$ cat src/tcu_pkg.sv
package tcu_pkg;

    // Register indices; byte address is four times the index
    localparam logic [7:0] IDX_T01_CONTROL = 8'h88;
    localparam logic [7:0] IDX_T01_MODE = 8'h89;
    localparam logic [7:0] IDX_T0_LOW = 8'h8A;
    localparam logic [7:0] IDX_T1_LOW = 8'h8B;
    localparam logic [7:0] IDX_T0_HIGH = 8'h8C;
    localparam logic [7:0] IDX_T1_HIGH = 8'h8D;
    localparam logic [7:0] IDX_T2_CONTROL = 8'hC8;
    localparam logic [7:0] IDX_T2_RELOAD_LOW = 8'hCA;
    localparam logic [7:0] IDX_T2_RELOAD_HIGH = 8'hCB;
    localparam logic [7:0] IDX_T2_LOW = 8'hCC;
    localparam logic [7:0] IDX_T2_HIGH = 8'hCD;

    // Address slicing of the bus
    localparam int IDX_LSB = 2;
    localparam int IDX_MSB = 9;
    localparam int DEC_MSB = 10;

    // Timer 0/1 control bits
    localparam int TIMER01_CONTROL_TF1 = 7;
    localparam int TIMER01_CONTROL_TR1 = 6;
    localparam int TIMER01_CONTROL_TF0 = 5;
    localparam int TIMER01_CONTROL_TR0 = 4;

    // Mode select fields, timer 1 sits one nibble above timer 0
    localparam int TIMER01_MODE_SELECT_MODE_LSB = 0;
    localparam int TIMER01_MODE_SELECT_CT = 2;
    localparam int TIMER01_MODE_SELECT_GATE = 3;
    localparam int TIMER01_MODE_SELECT_T1_BASE = 4;

    // Timer 2 control bits
    localparam int T2_TF2 = 7;
    localparam int T2_THIRD_TIMER_EXTERNAL_FLAG = 6;
    localparam int T2_RCLK = 5;
    localparam int T2_TRANSMIT_CLOCK_SELECT = 4;
    localparam int T2_EXTERNAL_ENABLE_BIT = 3;
    localparam int T2_TR2 = 2;
    localparam int T2_CT2 = 1;
    localparam int T2_CAPTURE_SELECT_BIT = 0;

    // Timer 0/1 mode codes
    localparam logic [1:0] MODE_13BIT = 2'h0;
    localparam logic [1:0] MODE_16BIT = 2'h1;
    localparam logic [1:0] MODE_RELOAD8 = 2'h2;
    localparam logic [1:0] MODE_SPLIT = 2'h3;

    localparam logic [7:0] REG_RESET = 8'h00;
    localparam logic [7:0] BYTE_ONE = 8'h01;
    localparam logic [15:0] WORD_ONE = 16'h0001;
    localparam logic [12:0] C13_ONE = 13'h0001;

    // Synchronised pin positions
    localparam int PIN_EXTERNAL_INTERRUPT_PIN_ZERO = 0;
    localparam int PIN_INT1 = 1;
    localparam int PIN_CNT0 = 2;
    localparam int PIN_CNT1 = 3;
    localparam int PIN_CNT2 = 4;
    localparam int PIN_TRIG = 5;
    localparam int PIN_COUNT = 6;

    // Captured address phase
    typedef struct packed {
        logic write;
        logic read;
        logic [7:0] index;
    } tcu_bus_req_type;

    // Result of one counting step of timer 0 or 1
    typedef struct packed {
        logic ovf;
        logic [7:0] hi;
        logic [7:0] lo;
    } tcu_step_type;

endpackage

$ cat src/tcu_top.sv
// The implementer's own choice: register access over AHB-Lite.
`timescale 1ns/100ps
module tcu_top
    import tcu_pkg::*;
#(
    parameter int ADDR_WIDTH = 12
)
(
    // Clock and reset
    input wire logic mclk,
    input wire logic reset,
    // AHB-Lite slave
    input wire logic hsel,
    input wire logic [ADDR_WIDTH-1:0] haddr,
    input wire logic [1:0] htrans,
    input wire logic hwrite,
    input wire logic [2:0] hsize,
    input wire logic [31:0] hwdata,
    input wire logic hready,
    output logic hreadyout,
    output logic hresp,
    output logic [31:0] hrdata,
    // External pins
    input wire logic external_interrupt_pin_zero_n,
    input wire logic external_interrupt_pin_one_n,
    input wire logic count_pin_zero,
    input wire logic count_pin_one,
    input wire logic external_count_pin,
    input wire logic external_trigger_pin,
    // Flags and overflow pulses for the core
    output logic first_timer_overflow_flag,
    output logic second_timer_overflow_flag,
    output logic third_timer_overflow_flag,
    output logic third_timer_external_flag,
    output logic timer1_overflow_pulse,
    output logic timer2_overflow_pulse
);

    ////////////////////////////////////////////////////////////////////////
    // Registers

    logic [7:0] timer01_control;
    logic [7:0] timer01_mode_select;
    logic [7:0] timer0_count_low;
    logic [7:0] timer0_count_high;
    logic [7:0] timer1_count_low;
    logic [7:0] timer1_count_high;
    logic [7:0] timer2_control;
    logic [7:0] timer2_reload_capture_low;
    logic [7:0] timer2_reload_capture_high;
    logic [7:0] timer2_count_low;
    logic [7:0] timer2_count_high;

    ////////////////////////////////////////////////////////////////////////
    // Pin synchronisers and falling edge detection

    logic [PIN_COUNT-1:0] pin_meta;
    logic [PIN_COUNT-1:0] pin_sync;
    logic [PIN_COUNT-1:0] pin_prev;
    wire [PIN_COUNT-1:0] pin_raw;
    wire [PIN_COUNT-1:0] pin_fall;

    assign pin_raw[PIN_EXTERNAL_INTERRUPT_PIN_ZERO] = external_interrupt_pin_zero_n;
    assign pin_raw[PIN_INT1] = external_interrupt_pin_one_n;
    assign pin_raw[PIN_CNT0] = count_pin_zero;
    assign pin_raw[PIN_CNT1] = count_pin_one;
    assign pin_raw[PIN_CNT2] = external_count_pin;
    assign pin_raw[PIN_TRIG] = external_trigger_pin;

    // Two stages before use; a third stage only feeds the edge detector
    always_ff @(posedge mclk)
    begin
        if (reset)
        begin
            pin_meta <= '0;
            pin_sync <= '0;
            pin_prev <= '0;
        end
        else
        begin
            pin_meta <= pin_raw;
            pin_sync <= pin_meta;
            pin_prev <= pin_sync;
        end
    end

    assign pin_fall = pin_prev & ~pin_sync;

    ////////////////////////////////////////////////////////////////////////
    // AHB-Lite slave: writes take no wait, reads take one wait state

    tcu_bus_req_type dp;
    logic rd_stage;
    logic addr_ok_q;
    wire take = hsel & hready & htrans[1];
    wire addr_ok = (haddr[IDX_LSB-1:0] == '0)
        & (haddr[ADDR_WIDTH-1:DEC_MSB] == '0);
    wire wr_en = dp.write & hreadyout;
    wire [7:0] wr_data = hwdata[7:0];
    logic [7:0] rd_mux;

    assign hreadyout = ~(dp.read & ~rd_stage);
    assign hresp = 1'b0;

    // The wait state lets a read see a write made the cycle before
    always_ff @(posedge mclk)
    begin
        if (reset)
        begin
            dp <= '0;
            rd_stage <= 1'b0;
            hrdata <= '0;
        end
        else if (hreadyout)
        begin
            dp.write <= take & hwrite & addr_ok;
            dp.read <= take & ~hwrite;
            dp.index <= haddr[IDX_MSB:IDX_LSB];
            rd_stage <= 1'b0;
        end
        else
        begin
            hrdata <= {24'h000000, rd_mux};
            rd_stage <= 1'b1;
        end
    end

    // Read selection, unmapped indices read zero
    always_comb
    begin
        rd_mux = REG_RESET;
        if (addr_ok_q)
        begin
            unique case (dp.index)
                IDX_T01_CONTROL: rd_mux = timer01_control;
                IDX_T01_MODE: rd_mux = timer01_mode_select;
                IDX_T0_LOW: rd_mux = timer0_count_low;
                IDX_T1_LOW: rd_mux = timer1_count_low;
                IDX_T0_HIGH: rd_mux = timer0_count_high;
                IDX_T1_HIGH: rd_mux = timer1_count_high;
                IDX_T2_CONTROL: rd_mux = timer2_control;
                IDX_T2_RELOAD_LOW: rd_mux = timer2_reload_capture_low;
                IDX_T2_RELOAD_HIGH: rd_mux = timer2_reload_capture_high;
                IDX_T2_LOW: rd_mux = timer2_count_low;
                IDX_T2_HIGH: rd_mux = timer2_count_high;
                default: rd_mux = REG_RESET;
            endcase
        end
    end

    // Misaligned or out-of-range reads are remembered for the data phase
    always_ff @(posedge mclk)
    begin
        if (reset)
            addr_ok_q <= 1'b0;
        else if (hreadyout)
            addr_ok_q <= addr_ok;
    end

    // Write strobes per register
    wire wr_timer01_control = wr_en & (dp.index == IDX_T01_CONTROL);
    wire wr_timer01_mode_select = wr_en & (dp.index == IDX_T01_MODE);
    wire wr_tl0 = wr_en & (dp.index == IDX_T0_LOW);
    wire wr_tl1 = wr_en & (dp.index == IDX_T1_LOW);
    wire wr_th0 = wr_en & (dp.index == IDX_T0_HIGH);
    wire wr_th1 = wr_en & (dp.index == IDX_T1_HIGH);
    wire wr_timer2_control = wr_en & (dp.index == IDX_T2_CONTROL);
    wire wr_rl2 = wr_en & (dp.index == IDX_T2_RELOAD_LOW);
    wire wr_rh2 = wr_en & (dp.index == IDX_T2_RELOAD_HIGH);
    wire wr_tl2 = wr_en & (dp.index == IDX_T2_LOW);
    wire wr_th2 = wr_en & (dp.index == IDX_T2_HIGH);

    ////////////////////////////////////////////////////////////////////////
    // Timer 0 and 1 controls

    wire [1:0] mode0 = timer01_mode_select[TIMER01_MODE_SELECT_MODE_LSB +: 2];
    wire [1:0] mode1 = timer01_mode_select[TIMER01_MODE_SELECT_T1_BASE+TIMER01_MODE_SELECT_MODE_LSB +: 2];
    wire ct0 = timer01_mode_select[TIMER01_MODE_SELECT_CT];
    wire ct1 = timer01_mode_select[TIMER01_MODE_SELECT_T1_BASE+TIMER01_MODE_SELECT_CT];
    wire first_timer_gate_select = timer01_mode_select[TIMER01_MODE_SELECT_GATE];
    wire gate1 = timer01_mode_select[TIMER01_MODE_SELECT_T1_BASE+TIMER01_MODE_SELECT_GATE];
    wire run0 = timer01_control[TIMER01_CONTROL_TR0];
    wire run1 = timer01_control[TIMER01_CONTROL_TR1];
    wire split0 = (mode0 == MODE_SPLIT);

    // Core cycles feed the timers undivided
    wire src0 = ct0 ? pin_fall[PIN_CNT0] : 1'b1;
    wire src1 = ct1 ? pin_fall[PIN_CNT1] : 1'b1;
    wire go0 = run0 & (~first_timer_gate_select | pin_sync[PIN_EXTERNAL_INTERRUPT_PIN_ZERO]) & src0;
    wire go1 = run1 & (~gate1 | pin_sync[PIN_INT1]) & src1
        & (mode1 != MODE_SPLIT);

    // One counting step of a timer 0/1 pair in the given mode
    function automatic tcu_step_type step(input logic [1:0] mode,
        input logic [7:0] hi, input logic [7:0] lo);
        tcu_step_type r;
        logic [12:0] c13;
        logic [15:0] c16;
        r.hi = hi;
        r.lo = lo;
        r.ovf = 1'b0;
        c13 = {hi, lo[4:0]};
        c16 = {hi, lo};
        unique case (mode)
            MODE_13BIT:
            begin
                r.ovf = &c13;
                c13 = c13 + C13_ONE;
                r.hi = c13[12:5];
                r.lo = {lo[7:5], c13[4:0]};
            end
            MODE_16BIT:
            begin
                r.ovf = &c16;
                c16 = c16 + WORD_ONE;
                {r.hi, r.lo} = c16;
            end
            MODE_RELOAD8:
            begin
                r.ovf = &lo;
                r.lo = r.ovf ? hi : lo + BYTE_ONE;
            end
            MODE_SPLIT:
            begin
                r.ovf = &lo;
                r.lo = lo + BYTE_ONE;
            end
        endcase
        return r;
    endfunction

    wire tcu_step_type st0 = step(mode0, timer0_count_high, timer0_count_low);
    wire tcu_step_type st1 = step(mode1, timer1_count_high, timer1_count_low);

    // Split high byte of timer 0 counts cycles under timer 1's run bit
    wire go0_high = split0 & run1;
    wire ovf0_high = go0_high & (&timer0_count_high);
    wire ovf0 = go0 & st0.ovf;
    wire ovf1 = go1 & st1.ovf;
    wire set_tf1 = split0 ? ovf0_high : ovf1;

    // Next count values; a software write wins over counting
    wire [7:0] next_tl0 = wr_tl0 ? wr_data : go0 ? st0.lo : timer0_count_low;
    wire [7:0] next_th0 = wr_th0 ? wr_data
        : go0_high ? timer0_count_high + BYTE_ONE
        : (go0 & ~split0) ? st0.hi : timer0_count_high;
    wire [7:0] next_tl1 = wr_tl1 ? wr_data : go1 ? st1.lo : timer1_count_low;
    wire [7:0] next_th1 = wr_th1 ? wr_data : go1 ? st1.hi : timer1_count_high;

    // Control write keeps the count registers, flag set wins over clear
    wire [7:0] timer01_control_base = wr_timer01_control ? wr_data : timer01_control;
    wire [7:0] next_timer01_control = timer01_control_base
        | ({7'h00, ovf0} << TIMER01_CONTROL_TF0)
        | ({7'h00, set_tf1} << TIMER01_CONTROL_TF1);

    ////////////////////////////////////////////////////////////////////////
    // Timer 2

    wire run2 = timer2_control[T2_TR2];
    wire baud2 = timer2_control[T2_RCLK] | timer2_control[T2_TRANSMIT_CLOCK_SELECT];
    wire capture_select_bit = timer2_control[T2_CAPTURE_SELECT_BIT] & ~baud2;
    wire src2 = timer2_control[T2_CT2] ? pin_fall[PIN_CNT2] : 1'b1;
    wire go2 = run2 & src2;
    wire [15:0] cnt2 = {timer2_count_high, timer2_count_low};
    wire [15:0] rld2 = {timer2_reload_capture_high,
        timer2_reload_capture_low};
    wire ovf2 = go2 & (&cnt2);
    wire ext2 = run2 & timer2_control[T2_EXTERNAL_ENABLE_BIT]
        & pin_fall[PIN_TRIG];
    wire reload2 = (ovf2 & ~capture_select_bit) | (ext2 & ~capture_select_bit & ~baud2);
    wire capture2 = ext2 & capture_select_bit;
    wire [15:0] step2 = reload2 ? rld2 : go2 ? cnt2 + WORD_ONE : cnt2;

    wire [7:0] next_tl2 = wr_tl2 ? wr_data : step2[7:0];
    wire [7:0] next_th2 = wr_th2 ? wr_data : step2[15:8];
    wire [7:0] next_rl2 = wr_rl2 ? wr_data
        : capture2 ? timer2_count_low : timer2_reload_capture_low;
    wire [7:0] next_rh2 = wr_rh2 ? wr_data
        : capture2 ? timer2_count_high : timer2_reload_capture_high;

    // Flags only set here and only cleared by software
    wire [7:0] timer2_control_base = wr_timer2_control ? wr_data : timer2_control;
    wire [7:0] next_timer2_control = timer2_control_base
        | ({7'h00, ovf2 & ~baud2} << T2_TF2)
        | ({7'h00, ext2} << T2_THIRD_TIMER_EXTERNAL_FLAG);

    ////////////////////////////////////////////////////////////////////////
    // State update

    // All registers clear at reset and load their next values every edge
    always_ff @(posedge mclk)
    begin
        if (reset)
        begin
            timer01_control <= REG_RESET;
            timer01_mode_select <= REG_RESET;
            timer0_count_low <= REG_RESET;
            timer0_count_high <= REG_RESET;
            timer1_count_low <= REG_RESET;
            timer1_count_high <= REG_RESET;
            timer2_control <= REG_RESET;
            timer2_reload_capture_low <= REG_RESET;
            timer2_reload_capture_high <= REG_RESET;
            timer2_count_low <= REG_RESET;
            timer2_count_high <= REG_RESET;
        end
        else
        begin
            timer01_control <= next_timer01_control;
            timer01_mode_select <= wr_timer01_mode_select ? wr_data : timer01_mode_select;
            timer0_count_low <= next_tl0;
            timer0_count_high <= next_th0;
            timer1_count_low <= next_tl1;
            timer1_count_high <= next_th1;
            timer2_control <= next_timer2_control;
            timer2_reload_capture_low <= next_rl2;
            timer2_reload_capture_high <= next_rh2;
            timer2_count_low <= next_tl2;
            timer2_count_high <= next_th2;
        end
    end

    // Overflow pulses stay available as baud ticks even without flags
    always_ff @(posedge mclk)
    begin
        if (reset)
        begin
            timer1_overflow_pulse <= 1'b0;
            timer2_overflow_pulse <= 1'b0;
        end
        else
        begin
            timer1_overflow_pulse <= ovf1;
            timer2_overflow_pulse <= ovf2;
        end
    end

    // Flag outputs straight from the control registers
    assign first_timer_overflow_flag = timer01_control[TIMER01_CONTROL_TF0];
    assign second_timer_overflow_flag = timer01_control[TIMER01_CONTROL_TF1];
    assign third_timer_overflow_flag = timer2_control[T2_TF2];
    assign third_timer_external_flag = timer2_control[T2_THIRD_TIMER_EXTERNAL_FLAG];

endmodule

$ cat config.mk
export PLATFORM = sky130hd
export DESIGN_NAME = tcu_top
export DESIGN_NICKNAME = d
export VERILOG_FILES = /design/src/tcu_pkg.sv /design/src/tcu_top.sv
export SDC_FILE = /design/constraint.sdc
export NUM_CORES = 1
export LEC_CHECK = 0
export ABC_AREA = 1
export BUFFER_PORTS_ARGS = -buffer_cell sky130_fd_sc_hd__buf_2
export CAP_MARGIN = 20
export CORE_MARGIN = 3
export CORE_UTILIZATION = 45
export DETAILED_ROUTE_END_ITERATION = 12
export SLEW_MARGIN = 25
export SYNTH_ARGS = -nofsm -noshare
export SYNTH_HDL_FRONTEND = slang
export SYNTH_SLANG_ARGS = --single-unit
export TNS_END_PERCENT = 1
$ cat constraint.sdc
create_clock -name mclk -period 5 [get_ports mclk]
set_input_delay 1 -clock mclk [delete_from_list [all_inputs] [get_ports mclk]]
set_output_delay 1 -clock mclk [all_outputs]
set_load 0.005 [all_outputs]
==> results of run 1 <==
-- routing by layer --
metal | vias up | routed length [um]
met5 | - | 0
met4 | 0 | 1020
met3 | 61 | 1850
met2 | 323 | 11500
met1 | 3611 | 11600
li1 | 3933 | -
-- kinds of logic after synthesis --
group,count (synthesis)
and+or+nand+nor,574
AOI/OAI and AO/OA,260
buffers and inverters,216
DFF,126
xor gates and xnor gates,17
adders and majority gates,4
other,1
-- critical path, delay by kind of cell (launching register included) --
family        cells  cell delay (ns)
buf+inv           3             0.67
flops             1             0.32
simple gates      1             0.30
-- cell type report --
class | instances | area [um2]
multi-input cells | 880 | 4290
clock inverters | 12 | 163
clock buffers | 20 | 447
flip-flops and latches | 126 | 2520
well taps | 220 | 275
repair buffers | 49 | 253
inverters | 148 | 562
fillers | 1715 | 8190
-- placed cells by master (no fill, tap or decap), drive strengths merged, types with 25 or more instances in the layout --
cell type | netlist | routed
nand2 | 280 | 280
nor2 | 151 | 151
inv | 145 | 146
dfxtp | 126 | 126
nand3 | 112 | 112
o21ai | 104 | 104
a21oi | 89 | 89
buf | 49 | 49
conb | 1 | 25
-- through the flow --
step / power (uW) / hold slack, ns / instance area (um2) / util
finish: 2420 / 0.402 / 8520 / 0.510
global route: 2480 / 0.415 / 8520 / 0.510
CTS: 2440 / 0.403 / 8520 / 0.510
detailed placement: 1150 / 0.394 / 7910 / 0.473
global placement: 1140 / 0.390 / 7910 / 0.473
floorplan: 1110 / 0.388 / 7800 / -
-- cell usage after synthesis, drive strengths merged --
cell type / n / area, um2
nand3: 112 / 586
conb: 1 / 3.75
nand3b: 1 / 7.51
nand4: 19 / 134
a31oi: 12 / 75.1
a22oi: 20 / 150
o21ai: 104 / 524
xor2: 14 / 123
buf: 49 / 354
o22ai: 7 / 43.8
o31ai: 2 / 15.0
nor2: 151 / 676
ha: 4 / 50.1
nor4: 1 / 6.26
and3: 1 / 6.26
nand2: 280 / 1070
o32ai: 1 / 8.76
xnor2: 3 / 26.3
a21oi: 89 / 457
o221ai: 2 / 17.5
o21bai: 2 / 18.8
a211oi: 9 / 67.6
nor3: 9 / 50.1
dfxtp: 126 / 2520
clkbuf: 19 / 71.3
clkinv: 3 / 17.5
o211ai: 12 / 90.1
inv: 145 / 544
-- state kept, by name, summed over array words and instances, names as in the netlist, 4 cells and up --
signal	flops
timer0_count_high	8
pin_prev	4
timer01_mode_select	8
timer2_control	8
timer01_control	8
timer0_count_low	8
dp	10
hrdata	8
timer1_count_low	8
pin_meta	6
timer2_count_low	8
timer2_reload_capture_low	8
timer2_reload_capture_high	8
timer2_count_high	8
timer1_count_high	8
pin_sync	6
-- worst max-delay path by stage --
stage          start                    to  slack, ns
6_report       dp[8]             hreadyout       2.28
3_3_place_gp   reset    timer01_control[7]       2.46
2_1_floorplan  reset  timer1_count_high[3]       3.20
4_1_cts        dp[8]             hreadyout       2.25
5_1_grt        dp[3]     timer2_control[7]       2.13
3_5_place_dp   reset    timer01_control[7]       2.43
-- power groups by stage --
stage,logic [uW],registers (uW),clock network [uW]
2_1_floorplan,69.5,1040,0
3_3_place_gp,99.1,1040,0
3_5_place_dp,100,1040,0
4_1_cts,101,1020,1310
5_1_grt,111,1020,1350
6_report,101,1020,1300
==> Flow_metrics.wiki, run 1 <==
{| class="wikitable"
! Metric !! Value
|-
| P_int || between 1500 and 2000 uW
|-
| FMAX || between 0.3 and 0.4 GHz
|-
| Synthesis-to-layout area growth || 10.4%
|-
| Internal reg-to-reg setup slack || between 2 and 2.5 ns
|-
| Cells after Synth || 1,198
|-
| Worst-case clock buffer depth || 2
|-
| Remaining global-route overflow || 0
|-
| Share of synthesized area occupied by flip-flops and latches || 0.327
|-
| Worst Hold End || pin_sync[3]
|-
| Routed vias/inst || roughly 5.4
|-
| Min Clock Period, post-route || around 2.7 ns
|-
| Worst-case headroom to the max-slew limit || 0.431
|-
| Total power per unit cell area || between 200 and 300 nW/um2
|-
| TritonCTS buffer count || 17
|-
| Crit-path max FO || 18
|-
| Critical path class || reg -> out
|-
| Leak pwr || ~0.0035 uW
|-
| Worst Max-Slew Pin Slew || ~0.85 ns
|-
| Kind of launch point of the worst setup path || register
|-
| Via count || between 7,000 and 8,000
|-
| Number of nets with antenna violations after detailed routing || 0
|-
| Sw frac || 0.241
|-
| Total net switching power || ~580 uW
|-
| Largest family of logic cells by synthesized area || simple AND/OR/NAND/NOR gates
|-
| Die outline height || between 100 and 150 um
|-
| Row count || 47
|-
| Ratio of cells with drive above 1 in the final layout || 0.0996
|-
| Initial core utilization || 0.462
|-
| Synth Register Bits || roughly 130
|-
| Via count of the first global-routing pass || around 7,000
|-
| Number of maximum-capacitance constraint violations || 0
|-
| Initial antenna violation count || 0
|-
| Final-stage net count || roughly 1,300
|-
| CTS root buffer || clkbuf_16
|-
| Post-synthesis xor/xnor area fraction || 0.0193
|-
| Library cell contributing the largest single delay on the critical path || inv_1
|-
| Mean instance size in the synthesized netlist || 6.44 um2
|-
| Placer congestion estimate || ~0.94
|-
| Number of buffers inserted to repair setup after CTS || 0
|-
| Worst r2r dst || timer2_control[7]
|-
| First-pass iteration count of the detailed router || 6
|-
| Final period util || 0.544
|-
| Clock share of power || 0.536
|-
| Depth of the most critical reg-to-reg path || 9
|-
| Insertion delay of the later-clocked pin in the worst-skew pair || roughly 0.43 ns
|-
| Part of the power in registers || 0.423
|-
| Power share of the combinational group || 0.042
|-
| Global-route wire length before repair || between 40,000 and 50,000 um
|-
| Buffers on Ports || 46
|-
| Final routed DRC violation total || 0
|-
| Min-Delay Startpoint || pin_meta[3]
|-
| Multiplexer share of the synthesized area || 0
|-
| Grt met1 use || 0.390
|-
| Number of resized instances in the post-cts repair step || 0
|-
| Post-DP HPWL || ~18,000 um
|-
| Area inside the core boundary || between 15,000 and 20,000 um2
|-
| Hold depth || 2
|-
| Outcome || finished, final reports clean
|-
| VDD IR-drop max || approximately 250 uV
|-
| Placement-stage worst setup slack || 2.43 ns
|-
| Clock transition at the registers of the reported paths || 0.06 ns
|-
| Final setup TNS || 0 ns
|-
| Aggregate global-route resource usage || 0.282
|-
| Number of pins exceeding their max-slew limit in the final report || 0
|-
| Number of top-level pins || 100
|-
| Syn. warnings || 0
|-
| Number of hold violations in the final report || 0
|-
| Post-Route WL || between 20,000 and 30,000 um
|-
| Cell Count Post-Placement || approximately 1,400
|-
| Die Span X || about 140 um
|-
| Number of sinks on the clock net || 126
|-
| Setup-violating endpoint count in the final report || 0
|-
| Average detailed-routed wire length per instance || roughly 18 um
|-
| CTS Hold Bufs || 0
|-
| Most congested layer reported by global routing || met2
|-
| Worst setup EP type || output port
|-
| Unique masters post-synth || between 40 and 50
|-
| Class of the most critical hold timing path || reg -> reg
|-
| List of cells traversed by the critical path || inv_1 -> nor2_4 -> inv_1 -> buf_2
|-
| Pin count of the biggest net entering global routing || 46
|-
| Longest individual stage delay on the worst path || 0.37 ns
|-
| Antenna diode count || 0
|-
| Arrival time at the worst endpoint || ~1.7 ns
|-
| Adder-cell share of the synthesized area || 0.00649
|-
| H-tree Lvls || 4
|-
| Synthesized cell area || 7710 um2
|-
| Unrepaired setup endpoints after global routing || false
|-
| Fin cells || 1,455
|-
| Iteration-0 DRC count of the detailed router || a little over 800
|-
| Met3 demand-to-capacity share in global routing || 0.0415
|-
| Fraction of the mapped netlist area in compound gates || 0.190
|-
| M2 GR Usage || 0.431
|-
| Worst endpoint required time || ~4.0 ns
|-
| Post-synthesis share of cell area spent on and, or, nand and nor gates || 0.328
|-
| Clock tree from TritonCTS || done
|-
| Startpoint of the lowest-slack register-to-register path || dp[3]
|-
| Most common cell on crit path || inv_1
|-
| Full die area || between 15,000 and 20,000 um2
|-
| Minimum setup slack in the final design || approximately 2.3 ns
|-
| Clock skew after layout || between 0.008 and 0.009 ns
|}
Power figures use the tool's default switching activity.
==> run 2, diff against run 1 <==
--- a/config.mk
+++ b/config.mk
@@ -5,12 +5,13 @@
 export SDC_FILE = /design/constraint.sdc
 export NUM_CORES = 1
 export LEC_CHECK = 0
-export ABC_AREA = 1
+export ABC_AREA = 0
 export BUFFER_PORTS_ARGS = -buffer_cell sky130_fd_sc_hd__buf_2
 export CAP_MARGIN = 20
 export CORE_MARGIN = 3
 export CORE_UTILIZATION = 45
 export DETAILED_ROUTE_END_ITERATION = 12
+export PLACE_DENSITY = 0.67
 export SLEW_MARGIN = 25
 export SYNTH_ARGS = -nofsm -noshare
 export SYNTH_HDL_FRONTEND = slang
==> constraint.sdc (replaced) <==
create_clock -name mclk -period 2.5 [get_ports mclk]
set_input_delay 0.5 -clock mclk [delete_from_list [all_inputs] [get_ports mclk]]
set_output_delay 0.5 -clock mclk [all_outputs]
set_load 0.005 [all_outputs]
==> run 2 against run 1 <==
Net effect:
- flip-flop and latch count is the same
- combinational power grew to 2.5 times the previous value
- die area grew 1.8%
==> Flow_metrics.wiki, run 2 <==
{| class="wikitable"
! Metric !! Value
|-
| Average detailed-routed wire length per instance || 21.2 um
|-
| Critical path class || reg -> reg
|-
| Outcome || finished, final reports clean
|-
| First-pass iteration count of the detailed router || 7
|-
| Worst-case clock buffer depth || 2
|-
| FMAX || roughly 0.42 GHz
|-
| Placement-stage worst setup slack || 0.241 ns
|-
| Synth Register Bits || 126
|-
| TritonCTS buffer count || 17
|-
| Cell type with the largest total area after synthesis || dfxtp_1
|-
| Via count of the first global-routing pass || ~7,000
|-
| Portion of synthesized cell area occupied by the leading cell type || 0.321
|-
| Share of synthesized area occupied by flip-flops and latches || 0.321
|-
| Min Clock Period, post-route || around 2.4 ns
|-
| Crit-path max FO || 17
|-
| Max FFs per register || 10
|-
| Placer congestion estimate || 0.968
|-
| Register bank with the most flops || dp
|-
| Commonest non-fill, non-tap cell in the layout || dfxtp_1
|-
| Total power per unit cell area || 537 nW/um2
|-
| Worst Max-Slew Pin Slew || between 1 and 1.5 ns
|-
| Unique masters post-synth || a little under 90
|-
| Mean instance size in the synthesized netlist || about 8.2 um2
|-
| Arrival time at the worst endpoint || approximately 2.7 ns
|-
| Fin cells || between 1,000 and 1,500
|-
| Worst endpoint required time || around 2.8 ns
|-
| Global-route wire length before repair || 40,200 um
|-
| Via count || 7,962
|-
| Worst-case headroom to the max-slew limit || 0.270
|-
| Final core occ || 0.531
|-
| Number of buffers inserted to repair setup after CTS || 0
|-
| Initial core utilization || 0.467
|-
| Register area || 2520 um2
|-
| Ratio of cells with drive above 1 in the final layout || 0.155
|-
| Class of the most critical hold timing path || in -> reg
|-
| Cell Count Post-Placement || 1,201
|-
| Final period util || 0.960
|-
| Number of resized instances in the post-cts repair step || 0
|-
| Post-placement cell area || about 8300 um2
|-
| Insertion delay of the later-clocked pin in the worst-skew pair || ~0.43 ns
|-
| Final std cell area, no fill || roughly 9000 um2
|-
| Setup-violating endpoint count in the final report || 0
|-
| Minimum setup slack in the final design || about 0.10 ns
|-
| Clock skew after layout || about 0.0065 ns
|-
| Full die area || 19,100 um2
|-
| Kind of launch point of the worst setup path || register
|-
| Most instantiated library cell after synthesis || dfxtp_1
|-
| Cell types with the highest counts after synthesis || 126 x dfxtp_1, 95 x nor2_1, 89 x nand2_1, 53 x mux2i_1, 49 x o21ai_0
|-
| Number of nets with antenna violations after detailed routing || 0
|-
| Area inside the core boundary || around 17,000 um2
|-
| Number of hold violations in the final report || 0
|-
| Number of pins exceeding their max-slew limit in the final report || 0
|-
| H-tree Lvls || 4
|-
| Worst setup EP type || register
|-
| Synthesis-to-layout area growth || 13.6%
|-
| Clock tree from TritonCTS || done
|-
| Routed vias/inst || 6.46
|-
| Number of top-level pins || 100
|-
| Row count || 47
|-
| Antenna diode count || 0
|-
| Post-DP HPWL || about 18,000 um
|-
| Synthesized cell area || ~7900 um2
|-
| Biggest area contributors in the synthesized netlist || dfxtp_1 32%, mux2i_1 6.7%, nor2_1 4.5%, nand2_1 4.2%, a311oi_1 3.3%
|-
| Unrepaired setup endpoints after global routing || false
|-
| Final routed DRC violation total || 0
|-
| Pin count of the biggest net entering global routing || roughly 120
|-
| Final-stage net count || 1,064
|-
| Number of sinks on the clock net || about 130
|-
| Syn. warnings || 0
|-
| Clock transition at the registers of the reported paths || about 0.06 ns
|-
| Cells after Synth || roughly 960
|-
| Async set-or-reset flop fraction in the synthesized netlist || 0
|-
| Most frequent cells in the layout || 126 x dfxtp_1, 95 x nor2_1, 89 x nand2_1
|-
| # fillers || approximately 1,600
|-
| Main flop type after synthesis || dfxtp_1
|-
| VDD IR-drop max || 513 uV
|-
| Leak pwr || around 0.0034 uW
|-
| Aggregate global-route resource usage || 0.263
|-
| CTS root buffer || clkbuf_16
|-
| Die outline height || ~140 um
|-
| Iteration-0 DRC count of the detailed router || ~1,200
|-
| Remaining global-route overflow || 0
|-
| Multi-input combinational cell area || 4850 um2
|-
| Die Span X || 138 um
|-
| CTS Hold Bufs || 0
|-
| Final setup TNS || 0 ns
|-
| Initial antenna violation count || 0
|-
| Number of maximum-capacitance constraint violations || 0
|-
| Post-Route WL || between 20,000 and 30,000 um
|-
| Buffers on Ports || between 40 and 50
|-
| Number of flops mapped to enable cells by yosys || 0
|}
-- run 2: per-stage QoR --
| step | hold WS, ns | power [uW] |
|---|---|---|
| after detailed placement | 0.430 | 2340 |
| final | 0.272 | 4790 |
| after floorplan | 0.414 | 2270 |
| after CTS | 0.257 | 4820 |
| after global placement | 0.416 | 2340 |
| after global routing | 0.271 | 4920 |
-- run 2: cell type report --
type / instances / share of cell area
Inverter: 24 / 0.0101
Tap cell: 220 / 0.0308
Timing Repair Buffer: 93 / 0.0670
Clock inverter: 13 / 0.0157
Sequential cell: 126 / 0.283
Multi-Input combinational cell: 738 / 0.543
Clock buffer: 19 / 0.0507
-- run 2: final timing paths --
kind	start	end	slack (ns)	depth (start not counted)
worst max-delay path	timer2_count_low[0]	timer2_count_low[5]	0.10	6
worst min-delay path	hwrite	dp[8]	0.27	2
worst max register to register	timer2_count_low[0]	timer2_count_low[5]	0.10	6
worst min register to register	pin_meta[5]	pin_sync[5]	0.44	1
-- run 2: layer usage --
layer	vias to the layer above	track usage	routed length, um
met5	-	0	0
met4	0	0.0894	775
met3	72	0.0653	2960
met2	517	0.378	11200
met1	3744	0.385	11300
li1	3629	-	-
-- run 2: kinds of logic (layout without fill, tap and decap cells) --
kind of cell,Yosys count,count (layout),share of synthesized area
multiplexers,57,57,0.0732
flip-flops,126,126,0.321
buffers and inverters,119,149,0.0740
XOR/XNOR,17,17,0.0189
adder cells (fa/ha/maj),4,4,0.00637
AO/OA/AOI/OAI,249,249,0.240
AND/OR/NAND/NOR,386,386,0.266
other,1,25,0.000477
-- run 2: where the power goes --
part | internal (uW) | switching (uW) | total [uW] | leakage [uW]
combinational | 79.4 | 174 | 253 | 0.00205
sequential | 2030 | 24.5 | 2050 | 0.00102
clock | 1520 | 965 | 2480 | 0.000281
total | 3630 | 1160 | 4790 | 0.00335
-- run 2: critical path, cell delays in order (launching register included) --
cell       delay, ns
dfxtp_1         0.31
ha_1            0.22
nand4_1         0.19
nor2_1          0.14
a31oi_4         0.63
mux2i_1         0.22
a2111oi_1       0.53
